[src/logic/dma_chan_pkg.sv]
// Package: register map, field positions, reset values and states of DMA channel A
package dma_chan_pkg;
    // Register byte offsets
    localparam logic [7:0] OFS_MEM_ADDR   = 8'h20;
    localparam logic [7:0] OFS_COUNT      = 8'h24;
    localparam logic [7:0] OFS_IO_ADDR    = 8'h28;
    localparam logic [7:0] OFS_CONTROL    = 8'h2C;
    localparam logic [7:0] OFS_AUX        = 8'h30;
    localparam logic [7:0] OFS_STATUS     = 8'h34;
    localparam logic [7:0] OFS_INT_EN     = 8'h38;
    localparam logic [7:0] OFS_INT_CLR    = 8'h3C;

    // Widths
    localparam int MEM_ADDR_W = 24;
    localparam int COUNT_W    = 16;
    localparam int IO_ADDR_W  = 8;
    localparam int STATUS_W   = 3;

    // Fixed upper byte of the memory address register
    localparam logic [7:0] MEM_ADDR_TOP = 8'hFF;

    // Control register fields
    localparam int CTL_ENABLE   = 7;
    localparam int CTL_SIZE     = 6;
    localparam int CTL_DIR      = 5;
    localparam int CTL_REPEAT   = 4;
    localparam int CTL_INT_EN   = 3;
    localparam int CTL_SEL_HI   = 2;
    localparam int CTL_SEL_LO   = 0;
    localparam logic [7:0] CONTROL_RESET = 8'h00;

    // Aux register: bit 0 set means memory is source, I/O is destination
    localparam int AUX_MEM_TO_IO = 0;
    localparam logic [0:0] AUX_RESET = 1'h0;

    // Status bits
    localparam int ST_DONE  = 0;
    localparam int ST_END   = 1;
    localparam int ST_FULL  = 2;

    // Activation source codes
    localparam logic [2:0] SEL_SERIAL_TX = 3'h4;
    localparam logic [2:0] SEL_SERIAL_RX = 3'h5;
    localparam logic [2:0] SEL_FULL_A0   = 3'h6;
    localparam logic [2:0] SEL_FULL_A1   = 3'h7;

    // Address steps
    localparam logic [23:0] STEP_BYTE = 24'h000001;
    localparam logic [23:0] STEP_WORD = 24'h000002;

    typedef enum logic [1:0] {
        MODE_IO,
        MODE_REPEAT,
        MODE_IDLE
    } xfer_mode_t;

    typedef enum logic [0:0] {
        ENG_WAIT,
        ENG_BUS
    } eng_state_t;
endpackage : dma_chan_pkg

[src/logic/activation_if.sv]
// Interface: activation select, trigger pulse and full-address indication
`timescale 1ns/1ns
interface activation_if;
    logic [2:0] sel;
    logic       fire;
    logic       full_mode;

    modport selector (input sel, output fire, output full_mode);
    modport engine   (output sel, input fire, input full_mode);
endinterface : activation_if

[src/logic/activation_select.sv]
// Activation source multiplexer with rising-edge trigger detection
`timescale 1ns/1ns
module activation_select #(
    parameter int TIMER_CH = 4
) (
    input  wire logic                sys_clk,
    input  wire logic                rst_n,
    input  wire logic [TIMER_CH-1:0] timer_match_a,
    input  wire logic                serial_tx_empty,
    input  wire logic                serial_rx_full,
    activation_if.selector           act
);
    logic [TIMER_CH-1:0] timer_q;
    logic                tx_q;
    logic                rx_q;
    logic                level;
    logic                level_prev;

    // Pick the selected source level
    always_comb begin
        level = 1'b0;
        level_prev = 1'b0;
        if (act.sel == dma_chan_pkg::SEL_SERIAL_TX) begin
            level = serial_tx_empty;
            level_prev = tx_q;
        end else if (act.sel == dma_chan_pkg::SEL_SERIAL_RX) begin
            level = serial_rx_full;
            level_prev = rx_q;
        end else if (act.sel[2] == 1'b0) begin
            level = timer_match_a[act.sel[1:0]];
            level_prev = timer_q[act.sel[1:0]];
        end
    end

    // Codes 110 and 111 hand the channel to full address mode
    assign act.full_mode = (act.sel == dma_chan_pkg::SEL_FULL_A0) ||
                           (act.sel == dma_chan_pkg::SEL_FULL_A1);

    // Per-source history, so a select change makes no false edge
    always_ff @(posedge sys_clk) begin
        if (!rst_n) begin
            timer_q <= '0;
            tx_q    <= 1'b0;
            rx_q    <= 1'b0;
        end else begin
            timer_q <= timer_match_a;
            tx_q    <= serial_tx_empty;
            rx_q    <= serial_rx_full;
        end
    end

    // One pulse per rising edge of the selected source
    assign act.fire = level && !level_prev && !act.full_mode;
endmodule : activation_select

[src/logic/dma_channel_a.sv]
// DMA channel A short address mode: APB registers, trigger handling and transfer engine
//
// The APB interface to the registers was left to the implementer.
`timescale 1ns/1ns
// How it works
// - Memory address: top byte ones, low 24 RW
// - Short mode: I/O address is other end
// - Full mode: I/O address stored but ignored
// - I/O and idle: 16-bit RW remaining count
// - Select codes 0-5 pick timer/serial triggers
// - Codes 110/111 hand over to full mode
// - Interrupt enable gates enable-bit interrupt
// - Mode from repeat and interrupt enable bits
// - Direction 0: address up by 1 or 2
// - Direction 1: address down by 1 or 2
// - Enable bit 0 blocks all transfers
// - Interrupt while enable bit is 0
module dma_channel_a #(
    parameter int             TIMER_CH = 4,
    parameter logic [15:0]    IO_PAGE  = 16'hFFFF
) (
    input  wire logic                sys_clk,
    input  wire logic                rst_n,
    input  wire logic                psel,
    input  wire logic                penable,
    input  wire logic                pwrite,
    input  wire logic [7:0]          paddr,
    input  wire logic [31:0]         pwdata,
    output logic [31:0]              prdata,
    output logic                     pready,
    output logic                     pslverr,
    input  wire logic [TIMER_CH-1:0] timer_match_a,
    input  wire logic                serial_tx_empty,
    input  wire logic                serial_rx_full,
    output logic                     xfer_req,
    output logic [23:0]              xfer_src_addr,
    output logic [23:0]              xfer_dst_addr,
    output logic                     xfer_word,
    input  wire logic                xfer_done,
    output logic                     full_mode_a,
    output logic                     end_irq,
    output logic                     irq
);
    localparam int AW = dma_chan_pkg::MEM_ADDR_W;
    localparam int CW = dma_chan_pkg::COUNT_W;
    localparam int SW = dma_chan_pkg::STATUS_W;

    // Registers
    logic [AW-1:0]                 mem_addr_q;
    logic [CW-1:0]                 count_q;
    logic [dma_chan_pkg::IO_ADDR_W-1:0] io_addr_q;
    logic [7:0]                    control_q;
    logic                          mem_to_io_q;
    logic [SW-1:0]                 status_q;
    logic [SW-1:0]                 int_en_q;
    logic [31:0]                   prdata_q;
    logic                          slverr_q;
    logic                          xfer_req_q;
    logic [23:0]                   src_q;
    logic [23:0]                   dst_q;
    logic                          word_q;
    dma_chan_pkg::eng_state_t      state_q;

    // Decoded control fields
    logic                          enable_bit;
    logic                          size_bit;
    logic                          dir_bit;
    logic                          repeat_bit;
    logic                          int_en_bit;
    dma_chan_pkg::xfer_mode_t      mode;

    // Bus strobes
    logic                          setup_ph;
    logic                          wr_acc;
    logic                          mapped;
    logic                          wr_mem;
    logic                          wr_count;
    logic                          wr_io;
    logic                          wr_ctl;
    logic                          wr_aux;
    logic                          wr_en;
    logic                          wr_clr;

    // Engine events
    logic                          start;
    logic                          finish;
    logic                          count_zero;
    logic [SW-1:0]                 status_set;
    logic [23:0]                   io_full_addr;

    activation_if act ();

    activation_select #(
        .TIMER_CH        (TIMER_CH)
    ) u_select (
        .sys_clk         (sys_clk),
        .rst_n           (rst_n),
        .timer_match_a   (timer_match_a),
        .serial_tx_empty (serial_tx_empty),
        .serial_rx_full  (serial_rx_full),
        .act             (act.selector)
    );

    // Next memory address after one transfer
    function automatic logic [23:0] step_addr(input logic [23:0] a, input logic word, input logic down);
        logic [23:0] step;
        step = word ? dma_chan_pkg::STEP_WORD : dma_chan_pkg::STEP_BYTE;
        if (down) begin
            step_addr = a - step;
        end else begin
            step_addr = a + step;
        end
    endfunction : step_addr

    // Offset decode, used for both read and write
    function automatic logic is_ofs(input logic [7:0] a, input logic [7:0] ofs);
        is_ofs = (a == ofs);
    endfunction : is_ofs

    // Control field decode
    assign enable_bit = control_q[dma_chan_pkg::CTL_ENABLE];
    assign size_bit   = control_q[dma_chan_pkg::CTL_SIZE];
    assign dir_bit    = control_q[dma_chan_pkg::CTL_DIR];
    assign repeat_bit = control_q[dma_chan_pkg::CTL_REPEAT];
    assign int_en_bit = control_q[dma_chan_pkg::CTL_INT_EN];
    assign act.sel    = control_q[dma_chan_pkg::CTL_SEL_HI:dma_chan_pkg::CTL_SEL_LO];

    // Mode decode from repeat and interrupt enable
    always_comb begin
        if (!repeat_bit) begin
            mode = dma_chan_pkg::MODE_IO;
        end else if (!int_en_bit) begin
            mode = dma_chan_pkg::MODE_REPEAT;
        end else begin
            mode = dma_chan_pkg::MODE_IDLE;
        end
    end

    // APB decode
    assign setup_ph = psel && !penable;
    assign wr_acc   = psel && penable && pwrite;
    assign mapped   = is_ofs(paddr, dma_chan_pkg::OFS_MEM_ADDR) || is_ofs(paddr, dma_chan_pkg::OFS_COUNT) ||
                      is_ofs(paddr, dma_chan_pkg::OFS_IO_ADDR) || is_ofs(paddr, dma_chan_pkg::OFS_CONTROL) ||
                      is_ofs(paddr, dma_chan_pkg::OFS_AUX) || is_ofs(paddr, dma_chan_pkg::OFS_STATUS) ||
                      is_ofs(paddr, dma_chan_pkg::OFS_INT_EN) || is_ofs(paddr, dma_chan_pkg::OFS_INT_CLR);
    assign wr_mem   = wr_acc && is_ofs(paddr, dma_chan_pkg::OFS_MEM_ADDR);
    assign wr_count = wr_acc && is_ofs(paddr, dma_chan_pkg::OFS_COUNT);
    assign wr_io    = wr_acc && is_ofs(paddr, dma_chan_pkg::OFS_IO_ADDR);
    assign wr_ctl   = wr_acc && is_ofs(paddr, dma_chan_pkg::OFS_CONTROL);
    assign wr_aux   = wr_acc && is_ofs(paddr, dma_chan_pkg::OFS_AUX);
    assign wr_en    = wr_acc && is_ofs(paddr, dma_chan_pkg::OFS_INT_EN);
    assign wr_clr   = wr_acc && is_ofs(paddr, dma_chan_pkg::OFS_INT_CLR);

    // Zero-wait slave; read data and error captured in the setup phase
    assign pready  = 1'b1;
    assign prdata  = prdata_q;
    assign pslverr = slverr_q;

    // Read data mux, loaded on the setup edge
    always_ff @(posedge sys_clk) begin
        if (!rst_n) begin
            prdata_q <= 32'h00000000;
            slverr_q <= 1'b0;
        end else if (setup_ph) begin
            slverr_q <= !mapped;
            prdata_q <= 32'h00000000;
            if (!pwrite) begin
                unique case (paddr)
                    dma_chan_pkg::OFS_MEM_ADDR: prdata_q <= {dma_chan_pkg::MEM_ADDR_TOP, mem_addr_q};
                    dma_chan_pkg::OFS_COUNT:    prdata_q <= {16'h0000, count_q};
                    dma_chan_pkg::OFS_IO_ADDR:  prdata_q <= {24'h000000, io_addr_q};
                    dma_chan_pkg::OFS_CONTROL:  prdata_q <= {24'h000000, control_q};
                    dma_chan_pkg::OFS_AUX:      prdata_q <= {31'h00000000, mem_to_io_q};
                    dma_chan_pkg::OFS_STATUS:   prdata_q <= {29'h00000000, status_q};
                    dma_chan_pkg::OFS_INT_EN:   prdata_q <= {29'h00000000, int_en_q};
                    default:                    prdata_q <= 32'h00000000;
                endcase
            end
        end
    end

    // Engine triggers and completion
    assign start      = (state_q == dma_chan_pkg::ENG_WAIT) && enable_bit && act.fire;
    assign finish     = (state_q == dma_chan_pkg::ENG_BUS) && xfer_done;
    assign count_zero = (count_q == 16'h0001);

    // Engine state
    always_ff @(posedge sys_clk) begin
        if (!rst_n) begin
            state_q <= dma_chan_pkg::ENG_WAIT;
        end else begin
            unique case (state_q)
                dma_chan_pkg::ENG_WAIT: if (start) begin
                    state_q <= dma_chan_pkg::ENG_BUS;
                end
                dma_chan_pkg::ENG_BUS: if (xfer_done) begin
                    state_q <= dma_chan_pkg::ENG_WAIT;
                end
            endcase
        end
    end

    // I/O address sits in the top page of the address space
    assign io_full_addr = {IO_PAGE, io_addr_q};

    // Bus request with addresses held for the whole transfer
    always_ff @(posedge sys_clk) begin
        if (!rst_n) begin
            xfer_req_q <= 1'b0;
            src_q      <= 24'h000000;
            dst_q      <= 24'h000000;
            word_q     <= 1'b0;
        end else if (start) begin
            xfer_req_q <= 1'b1;
            word_q     <= size_bit;
            if (mem_to_io_q) begin
                src_q <= mem_addr_q;
                dst_q <= io_full_addr;
            end else begin
                src_q <= io_full_addr;
                dst_q <= mem_addr_q;
            end
        end else if (finish) begin
            xfer_req_q <= 1'b0;
        end
    end

    assign xfer_req      = xfer_req_q;
    assign xfer_src_addr = src_q;
    assign xfer_dst_addr = dst_q;
    assign xfer_word     = word_q;
    assign full_mode_a   = act.full_mode;

    // Memory address: software write or step after each transfer
    always_ff @(posedge sys_clk) begin
        if (!rst_n) begin
            mem_addr_q <= '0;
        end else if (wr_mem) begin
            mem_addr_q <= pwdata[AW-1:0];
        end else if (finish) begin
            mem_addr_q <= step_addr(mem_addr_q, size_bit, dir_bit);
        end
    end

    // Transfer counter: software write or count down per transfer
    always_ff @(posedge sys_clk) begin
        if (!rst_n) begin
            count_q <= '0;
        end else if (wr_count) begin
            count_q <= pwdata[CW-1:0];
        end else if (finish) begin
            count_q <= count_q - 16'h0001;
        end
    end

    // I/O address: plain storage, only used in short address mode
    always_ff @(posedge sys_clk) begin
        if (!rst_n) begin
            io_addr_q <= '0;
        end else if (wr_io) begin
            io_addr_q <= pwdata[dma_chan_pkg::IO_ADDR_W-1:0];
        end
    end

    // Control: software write; enable cleared when the count runs out, except in repeat mode
    always_ff @(posedge sys_clk) begin
        if (!rst_n) begin
            control_q <= dma_chan_pkg::CONTROL_RESET;
        end else if (wr_ctl) begin
            control_q <= pwdata[7:0];
        end else if (finish && count_zero && mode != dma_chan_pkg::MODE_REPEAT) begin
            control_q[dma_chan_pkg::CTL_ENABLE] <= 1'b0;
        end
    end

    // Aux direction and interrupt enables
    always_ff @(posedge sys_clk) begin
        if (!rst_n) begin
            mem_to_io_q <= dma_chan_pkg::AUX_RESET;
            int_en_q    <= '0;
        end else begin
            if (wr_aux) begin
                mem_to_io_q <= pwdata[dma_chan_pkg::AUX_MEM_TO_IO];
            end
            if (wr_en) begin
                int_en_q <= pwdata[SW-1:0];
            end
        end
    end

    // Sticky event bits: a set in the clear cycle wins
    always_comb begin
        status_set = '0;
        status_set[dma_chan_pkg::ST_DONE] = finish;
        status_set[dma_chan_pkg::ST_END]  = finish && count_zero && mode != dma_chan_pkg::MODE_REPEAT;
        status_set[dma_chan_pkg::ST_FULL] = enable_bit && !act.fire && act.full_mode;
    end

    always_ff @(posedge sys_clk) begin
        if (!rst_n) begin
            status_q <= '0;
        end else begin
            status_q <= (status_q & ~(wr_clr ? pwdata[SW-1:0] : {SW{1'b0}})) | status_set;
        end
    end

    // Enable-bit interrupt, gated by the interrupt enable bit
    assign end_irq = int_en_bit && !enable_bit;
    assign irq     = |(status_q & int_en_q);
endmodule : dma_channel_a

[config.mk]
export PLATFORM = sky130hd
export DESIGN_NAME = dma_channel_a
export DESIGN_NICKNAME = d
export VERILOG_FILES = /design/src/logic/dma_chan_pkg.sv /design/src/logic/activation_if.sv /design/src/logic/activation_select.sv /design/src/logic/dma_channel_a.sv
export SDC_FILE = /design/constraint.sdc
export NUM_CORES = 1
export LEC_CHECK = 0
export BUFFER_PORTS_ARGS = -buffer_cell sky130_fd_sc_hd__buf_2
export CORE_ASPECT_RATIO = 1.25
export CORE_UTILIZATION = 40
export CTS_BUF_LIST = sky130_fd_sc_hd__clkbuf_8
export DETAILED_ROUTE_END_ITERATION = 10
export GPL_TIMING_DRIVEN = 0
export PLACE_DENSITY = 0.66
export SLEW_MARGIN = 5
export SYNTH_ARGS = -nofsm -noshare
export SYNTH_HDL_FRONTEND = slang
export SYNTH_SLANG_ARGS = --single-unit
export TNS_END_PERCENT = 50
[constraint.sdc]
create_clock -name sys_clk -period 2.66 [get_ports sys_clk]
set_clock_uncertainty 0.1 [all_clocks]
set_input_delay 0.532 -clock sys_clk [delete_from_list [all_inputs] [get_ports sys_clk]]
set_output_delay 0.532 -clock sys_clk [all_outputs]
set_load 0.02 [all_outputs]
Word-level counts from Yosys, hierarchy flattened
Cells that the tools add are included.
{"block": "word_totals", "out_inout_bits": 87, "regBits": 153, "in_bits": 52}
{"block": "op_classes", "bitwise": 5, "n_reduce_logical": 39, "muxes": 30, "eq_ne": 14, "n_addsub": 3, "order_cmp": 1}
{"operator": "$pmux W32 S7", "count": 1}
{"operator": "$mux W24", "count": 5}
{"operator": "$eq A8 B6 Y1 const B", "count": 8}
{"operator": "$mux W16", "count": 2}
{"operator": "$mux W32", "count": 1}
{"operator": "$add A24 B2 Y24", "count": 1}
{"operator": "$sub A24 B2 Y24", "count": 1}
{"operator": "$logic_and A1 B1 Y1", "count": 20}
{"operator": "$eq A16 B1 Y1 const B", "count": 1}
{"operator": "$sub A16 B1 Y16 const B", "count": 1}
{"operator": "$mux W1", "count": 14}
{"operator": "$eq A3 B3 Y1 const B", "count": 4}
{"operator": "$logic_or A1 B1 Y1", "count": 8}
{"operator": "$reduce_bool A2 Y1", "count": 4}
{"operator": "$and A3 B3 Y3", "count": 2}
{"operator": "$logic_not A1 Y1", "count": 6}
{"operator": "$mux W2", "count": 3}
{"operator": "$bmux W1 S2", "count": 2}
{"operator": "$lt A2 B3 Y1 const B", "count": 1}
{"operator": "$mux W3", "count": 1}
{"operator": "$not A3 Y3", "count": 1}
{"operator": "$or A3 B3 Y3", "count": 1}
{"operator": "$reduce_or A3 Y1", "count": 1}
{"operator": "$ne A2 B1 Y1 const B", "count": 1}
{"operator": "2 further kinds", "count": 2}

Logic depth before layout (Yosys ltp)
Gate-level depths: netlist of the first run.
{"block": "depth", "depth_word": 12, "mapped_depth": 11}

Modules after synthesis
A second synthesis of the first run with hierarchy kept.
{"block": "unflattened", "hier_cells": 943, "area_unflattened_um2": 7962.6}
{"module": "dma_channel_a", "area_per_inst_um2": 7721.2, "seq_area_each_um2": 2802.7, "instances": 1, "cells_per_inst": 919}
{"module": "activation_select", "area_per_inst_um2": 241.5, "seq_area_each_um2": 120.1, "instances": 1, "cells_per_inst": 24}

Least setup slack after synthesis of the first run
No wires, ideal clock.
{"block": "synth_path", "kind": "reg-to-reg", "start": "register control_q[5]", "end": "register mem_addr_q[17]", "required_ps": 2479, "arrival_time_ps": 2552, "setup_ps": 81, "path_stages_with_launch": 9, "path_slack_ps": -73, "path_cell_list": "dfxtp_1 > nor2b_1 > ha_1 > nor2b_1 > o2111ai_1 > a211o_1 > a41oi_2 > or4_1 > a41oi_1"}
{"block": "synth_between", "elab_chain_len": 3}
{"element": "from (decl)", "line_no": "dma_channel_a.sv:52", "rtl": "logic [7:0] control_q;"}
{"element": "from (signal assigned)", "line_no": "dma_channel_a.sv:268", "rtl": "control_q <= dma_chan_pkg::CONTROL_RESET;"}
{"element": "from (signal assigned)", "line_no": "dma_channel_a.sv:270", "rtl": "control_q <= pwdata[7:0];"}
{"element": "$mux W24", "line_no": "dma_channel_a.sv:108", "rtl": "if (down) begin"}
{"element": "$mux W24", "line_no": "dma_channel_a.sv:240", "rtl": "end else if (finish) begin"}
{"element": "$mux W24", "line_no": "dma_channel_a.sv:238", "rtl": "end else if (wr_mem) begin"}
{"element": "to (signal assigned)", "line_no": "dma_channel_a.sv:239", "rtl": "mem_addr_q <= pwdata[AW-1:0];"}
{"element": "to (signal assigned)", "line_no": "dma_channel_a.sv:241", "rtl": "mem_addr_q <= step_addr(mem_addr_q, size_bit, dir_bit);"}
{"element": "to (decl)", "line_no": "dma_channel_a.sv:49", "rtl": "logic [AW-1:0] mem_addr_q;"}
Every way passes these cells. The select of a mux whose other input is x is not followed.
A chain may end at the register's enable or synchronous reset.

Worst setup path after layout of the first run
Ends and elaborated chain as after synthesis.

==> impl_metrics.json, run 1 <==
{
  "outcome": "completed",
  "ys_warn_count": 0,
  "slew_viol_final": 0,
  "cp-end-kind": "flop",
  "hold-path-endpoint": "u_select.tx_q$_SDFF_PN0_",
  "comb_power_share_pct": 4.5,
  "ant_nets": 0,
  "start_util_pct": 40.8,
  "grt_pass1_wl_um": 38600,
  "grt_pass1_vias": 7119,
  "antenna_cells": 0,
  "synth_top_cell_area_share_pct": 36.8,
  "drive_gt1_share_pct": 21.6,
  "num_io_pins": 139,
  "setup_viol": 0,
  "io_buffers": 126,
  "ys_ff_latch": 146,
  "crit_fanout": 14,
  "dp_hpwl_um": 18900,
  "power_frac_seq_pct": 54.2,
  "routedWlPerCell_um": 18.7,
  "wl_met3_um": 1480,
  "criticalPathCategory": "reg2reg",
  "synth_area_leaders": "dfxtp_1, o211a_1, nand2_1",
  "p_sw_mw": 1.01,
  "grt_overflow": 0,
  "drtIter0Drc": 516,
  "p_per_area_mw_per_mm2": 431,
  "drt-vias-per-instance": 5.57,
  "synth.largest_area_cell": "dfxtp_1",
  "gp_congestion": 0.927,
  "worstMarginPinSlew_ns": 0.687,
  "synthCells": 908,
  "antenna_found_initial": 0,
  "cp-startpoint": "control_q[5]$_SDFFE_PN0P_",
  "dr_wl_met2_um": 12000,
  "vdd_drop_max_mv": 0.336,
  "vias": 7424,
  "grt.total_usage_pct": 24.8,
  "required_ns": 2.94,
  "met1_length_um": 10600,
  "avgSynthCellArea_um2": 8.76,
  "worst_r2r_path_depth": 8,
  "clock-root-buffer": "clkbuf_8",
  "power.internal_mw": 3.03,
  "nets": 1134,
  "die_area_mm2": 0.0204,
  "r2r_slack_ns": 0.05,
  "rsz0062_at_grt": "yes",
  "netlist_area_mm2": 0.00795,
  "wl_um": 24900,
  "holdBufCountCts": 0,
  "rows": 57,
  "first_pass_iters": 5,
  "min_from": "serial_tx_empty",
  "arrival_ns": 2.89,
  "r2r-end": "mem_addr_q[17]$_SDFFE_PN0P_",
  "clock_latency_ns": 0.47,
  "hold_viol": 0,
  "clock_path_buffers": 2,
  "synth-seq-area-share_pct": 36.8,
  "top_layer": "met4",
  "max_clock_freq_ghz": 0.384,
  "numCtsBuffers": 17,
  "yosys-top-cells-count": "dfxtp_1, nand2_1, a21oi_1",
  "power_leakage_nw": 4.57,
  "yosysUniqueCellTypes": 70,
  "synth_most_common_cell": "dfxtp_1",
  "drcViolationCount": 0,
  "placed_area_mm2": 0.00891,
  "switching_share_pct": 25.0,
  "async_flop_share_pct": 0,
  "syn-num-nets": 986,
  "post-route-util_pct": 48.2,
  "min-delay-path-class": "in2reg",
  "synth-edff-count": 0,
  "r2r_start": "control_q[5]$_SDFFE_PN0P_",
  "final.min_clock_period_ns": 2.61,
  "grt_max_degree": 17,
  "power_mw": 4.04,
  "die_y_um": 160,
  "synth_flop_cell": "dfxtp_1",
  "power.share.clock_pct": 41.3,
  "clkTransAtPathRegs_ns": 0.08,
  "hold_depth": 2,
  "stdcell_area_mm2": 0.00938,
  "core_area_mm2": 0.0195,
  "area_growth_syn_to_layout_pct": 17.9,
  "cts_max_level": 4,
  "cts_num_sinks": 146,
  "tritoncts": "yes",
  "period_share_pct": 97.9,
  "maxCapViolCount": 0,
  "die_w_um": 128,
  "critPathLaunchType": "flop",
  "maxSlewHeadroom_pct": 54.2
}
[registers in the layout (all words and copies together), names as in the netlist]
signal            count
state_q               1
mem_addr_q           24
u_select.tx_q         1
u_select.rx_q         1
status_q              3
mem_to_io_q           1
control_q             8
xfer_dst_addr        24
int_en_q              3
u_select.timer_q      4
xfer_req              1
xfer_word             1
count_q              16
prdata               25
io_addr_q             8
pslverr               1
xfer_src_addr        24
[per-layer routing]
layer  GRT usage (%)  vias to the layer above
met1            30.1                     3529
met3            5.16                       61
met2            42.3                      274
met5               0                        -
met4            10.0                        0
li1                -                     3560
[worst max-delay path, stage by stage (launching register included)]
cell	delay [ns]
dfxtp_4	0.48
nor2b_2	0.23
ha_1	0.24
nor2b_2	0.16
o2111ai_2	0.25
a211o_1	0.24
a41oi_4	0.16
or4_1	0.44
a41oi_1	0.23
[stage by stage]
stage	std cells	setup TNS [ns]	worst slack, ns	hold WS, ns
finish	1334	0	0.0545	0.178
global placement	1299	-2.48	-0.348	0.355
detailed placement	1299	-2.52	-0.342	0.356
global route	1334	-0.217	-0.0622	0.163
floorplan	908	0	0.147	0.370
CTS	1333	0	0.0268	0.169
[how the worst max path moves through the flow]
| stage | end | slack [ns] |
|---|---|---|
| after floorplan | mem_addr_q[17]$_SDFFE_PN0P_ | 0.15 |
| final | mem_addr_q[17]$_SDFFE_PN0P_ | 0.05 |
| after global routing | mem_addr_q[20]$_SDFFE_PN0P_ | -0.06 |
| after detailed placement | mem_addr_q[19]$_SDFFE_PN0P_ | -0.34 |
| after global placement | mem_addr_q[19]$_SDFFE_PN0P_ | -0.35 |
| after CTS | mem_addr_q[22]$_SDFFE_PN0P_ | 0.03 |
[power by group through the flow]
| stage | Sequential (mW) | Combinational [mW] | Clock (mW) |
|---|---|---|---|
| floorplan | 2.24 | 0.0844 | 0 |
| global placement | 2.24 | 0.179 | 0 |
| detailed placement | 2.24 | 0.178 | 0 |
| CTS | 2.19 | 0.179 | 1.68 |
| global route | 2.19 | 0.193 | 1.78 |
| finish | 2.19 | 0.180 | 1.67 |
[layout make-up]
| class | instances | area [um^2] |
|---|---|---|
| buffer | 77 | 373 |
| sequential | 146 | 2930 |
| tap | 265 | 332 |
| multi-input combinational | 670 | 4650 |
| inverter | 15 | 56.3 |
| clock inverter | 13 | 111 |
| fill | 1931 | 10100 |
| timing repair buffer | 129 | 657 |
| clock buffer | 19 | 262 |
[what timing repair did]
item                       4_1_cts  5_1_grt
setup endpoints to repair       13       11
setup buffers                    2        1
resized for setup                9        9
pin swaps                        4        7
[placed cells by master, fill, tap and decap left out, drive strengths merged, types with 19 or more instances in the layout]
| cell | n |
|---|---|
| nor2b | 39 |
| dfxtp | 146 |
| and2 | 28 |
| o21ai | 44 |
| buf | 164 |
| mux2i | 29 |
| a22oi | 22 |
| o211a | 62 |
| nor2 | 47 |
| xnor2 | 19 |
| nand2 | 107 |
| clkbuf | 61 |
| ha | 25 |
| a21oi | 64 |
[cells by family after synthesis]
logic type	count (synthesis)	synth area share, %
AO/OA/AOI/OAI	261	23.7
multiplexers	37	5.35
buffers and inverters	92	5.40
flip-flops	146	36.8
XOR/XNOR	35	3.86
AND/OR/NAND/NOR	310	20.7
other	1	0.0472
adder cells (fa/ha/maj)	26	4.19
Power figures use the tool's default switching activity.
==> run 2, diff against run 1 <==
Settings changed: RECOVER_POWER set to 50.
==> run 2 against run 1 <==
  * Final cell count unchanged
  * Wire length grew 0.49%
  * Setup slack about the same
  * Utilization is 0.60 points lower
  * Critical path type unchanged
  * Die area unchanged
  * First-iteration DRC count up 16%
==> impl_metrics.json, run 2 (synthesis results as in run 1) <==
{
  "grt_pass1_wl_um": 38600,
  "post-route-util_pct": 47.6,
  "ant_nets": 0,
  "fin_cells": 1334,
  "clock_latency_ns": 0.47,
  "hold_viol": 0,
  "drive_gt1_share_pct": 14.1,
  "die_area_mm2": 0.0204,
  "fin_ws_ns": 0.0550,
  "hold_depth": 2,
  "drtIter0Drc": 598,
  "area_growth_syn_to_layout_pct": 16.5,
  "stdcell_area_mm2": 0.00926,
  "antenna_found_initial": 0,
  "clock_path_buffers": 2,
  "maxCapViolCount": 0,
  "period_share_pct": 97.9,
  "outcome": "completed",
  "dpl_worst_slack_ns": -0.342,
  "placed_cells": 1299,
  "criticalPathCategory": "reg2reg",
  "multiInputGateArea_mm2": 0.00463,
  "power_mw": 4.03,
  "r2r-end": "mem_addr_q[22]$_SDFFE_PN0P_",
  "max_clock_freq_ghz": 0.384,
  "final.min_clock_period_ns": 2.61,
  "power_leakage_nw": 4.21,
  "start_util_pct": 40.8,
  "hold-path-endpoint": "u_select.tx_q$_SDFF_PN0_",
  "placed_area_mm2": 0.00891,
  "crit_fanout": 4,
  "first_pass_iters": 5,
  "wl_um": 25000,
  "dp_hpwl_um": 18900,
  "arrival_ns": 2.88,
  "cts_max_level": 4,
  "grt.total_usage_pct": 24.8,
  "clock-root-buffer": "clkbuf_8",
  "maxSlewHeadroom_pct": 42.2,
  "min_from": "serial_tx_empty",
  "cp-end-kind": "flop",
  "r2r_slack_ns": 0.05,
  "antenna_cells": 0,
  "nets": 1134,
  "register_area_mm2": 0.00293,
  "rows": 57,
  "critPathLaunchType": "flop",
  "grt_pass1_vias": 7119,
  "num_io_pins": 139,
  "die_w_um": 128,
  "numCtsBuffers": 17,
  "grt_max_degree": 17,
  "vias": 7453,
  "r2r_start": "mem_addr_q[0]$_SDFFE_PN0P_",
  "final_common_cell": "dfxtp_1",
  "largest_reg_flops": 25,
  "clkTransAtPathRegs_ns": 0.09,
  "min-delay-path-class": "in2reg",
  "gp_congestion": 0.927,
  "worst_r2r_path_depth": 11,
  "worstMarginPinSlew_ns": 0.854,
  "rsz0062_at_grt": "yes",
  "slew_viol_final": 0,
  "final_cell_mix": "dfxtp_1, clkbuf_1, nand2_1",
  "required_ns": 2.94,
  "io_buffers": 126,
  "setup_viol": 0,
  "p_per_area_mw_per_mm2": 436,
  "vdd_drop_max_mv": 0.336,
  "cts_num_sinks": 146,
  "fill_cells": 1972,
  "drt-vias-per-instance": 5.59,
  "routedWlPerCell_um": 18.8,
  "tritoncts": "yes",
  "drcViolationCount": 0,
  "core_area_mm2": 0.0195,
  "grt_overflow": 0,
  "die_y_um": 160
}
run 2: final cells by class:
class,count,area share [%]
multi-input cells,670,50.0
flip-flops and latches,146,31.7
clock inverters,13,1.20
clock buffers,19,2.82
well taps,265,3.58
plain buffers,77,4.03
inverters,15,0.608
repair buffers,129,6.04
run 2: power by group:
part / internal [mW] / switching (mW) / total [mW]
sequential: 2.19 / 0.00267 / 2.19
clock: 0.783 / 0.882 / 1.66
combinational: 0.0576 / 0.120 / 0.178
run 2: what timing repair did:
action,4_1_cts,5_1_grt
setup endpoints to repair,13,11
pin swaps,4,7
setup buffers,2,1
resized for setup,9,9
hold buffers,0,0
gates cloned,0,0
run 2: worst max-delay path: stages (launching register included):
cell and delay, ns:
dfxtp_4 0.40, inv_2 0.07, ha_1 0.22, inv_1 0.07, fa_1 0.21, a21o_1 0.18, a22oi_2 0.08, o21ai_2 0.16
or3b_1 0.41, o21a_1 0.27, mux2i_1 0.15, nor4b_2 0.20
run 2: per-stage QoR:
stage                     setup TNS (ns)  hold slack [ns]
after floorplan                        0            0.370
after global placement             -2.48            0.355
after detailed placement           -2.52            0.356
after CTS                              0            0.169
after global routing              -0.323            0.163
final                                  0            0.180
run 2: worst max-delay path by stage:
stage / start / slack [ns] / cells after the start / to
2_1_floorplan: control_q[5]$_SDFFE_PN0P_ / 0.15 / 8 / mem_addr_q[17]$_SDFFE_PN0P_
3_3_place_gp: control_q[5]$_SDFFE_PN0P_ / -0.35 / 9 / mem_addr_q[19]$_SDFFE_PN0P_
3_5_place_dp: control_q[5]$_SDFFE_PN0P_ / -0.34 / 9 / mem_addr_q[19]$_SDFFE_PN0P_
4_1_cts: control_q[5]$_SDFFE_PN0P_ / 0.03 / 9 / mem_addr_q[22]$_SDFFE_PN0P_
5_1_grt: mem_addr_q[0]$_SDFFE_PN0P_ / -0.06 / 11 / mem_addr_q[20]$_SDFFE_PN0P_
6_report: mem_addr_q[0]$_SDFFE_PN0P_ / 0.05 / 11 / mem_addr_q[22]$_SDFFE_PN0P_
run 2: per-layer routing:
metal | up-vias | track usage [%] | routed length [um]
met2 | 275 | 42.3 | 12000
met1 | 3565 | 30.1 | 10700
met4 | 0 | 10.0 | 879
met3 | 59 | 5.16 | 1450
li1 | 3554 | - | -
met5 | - | 0 | 0
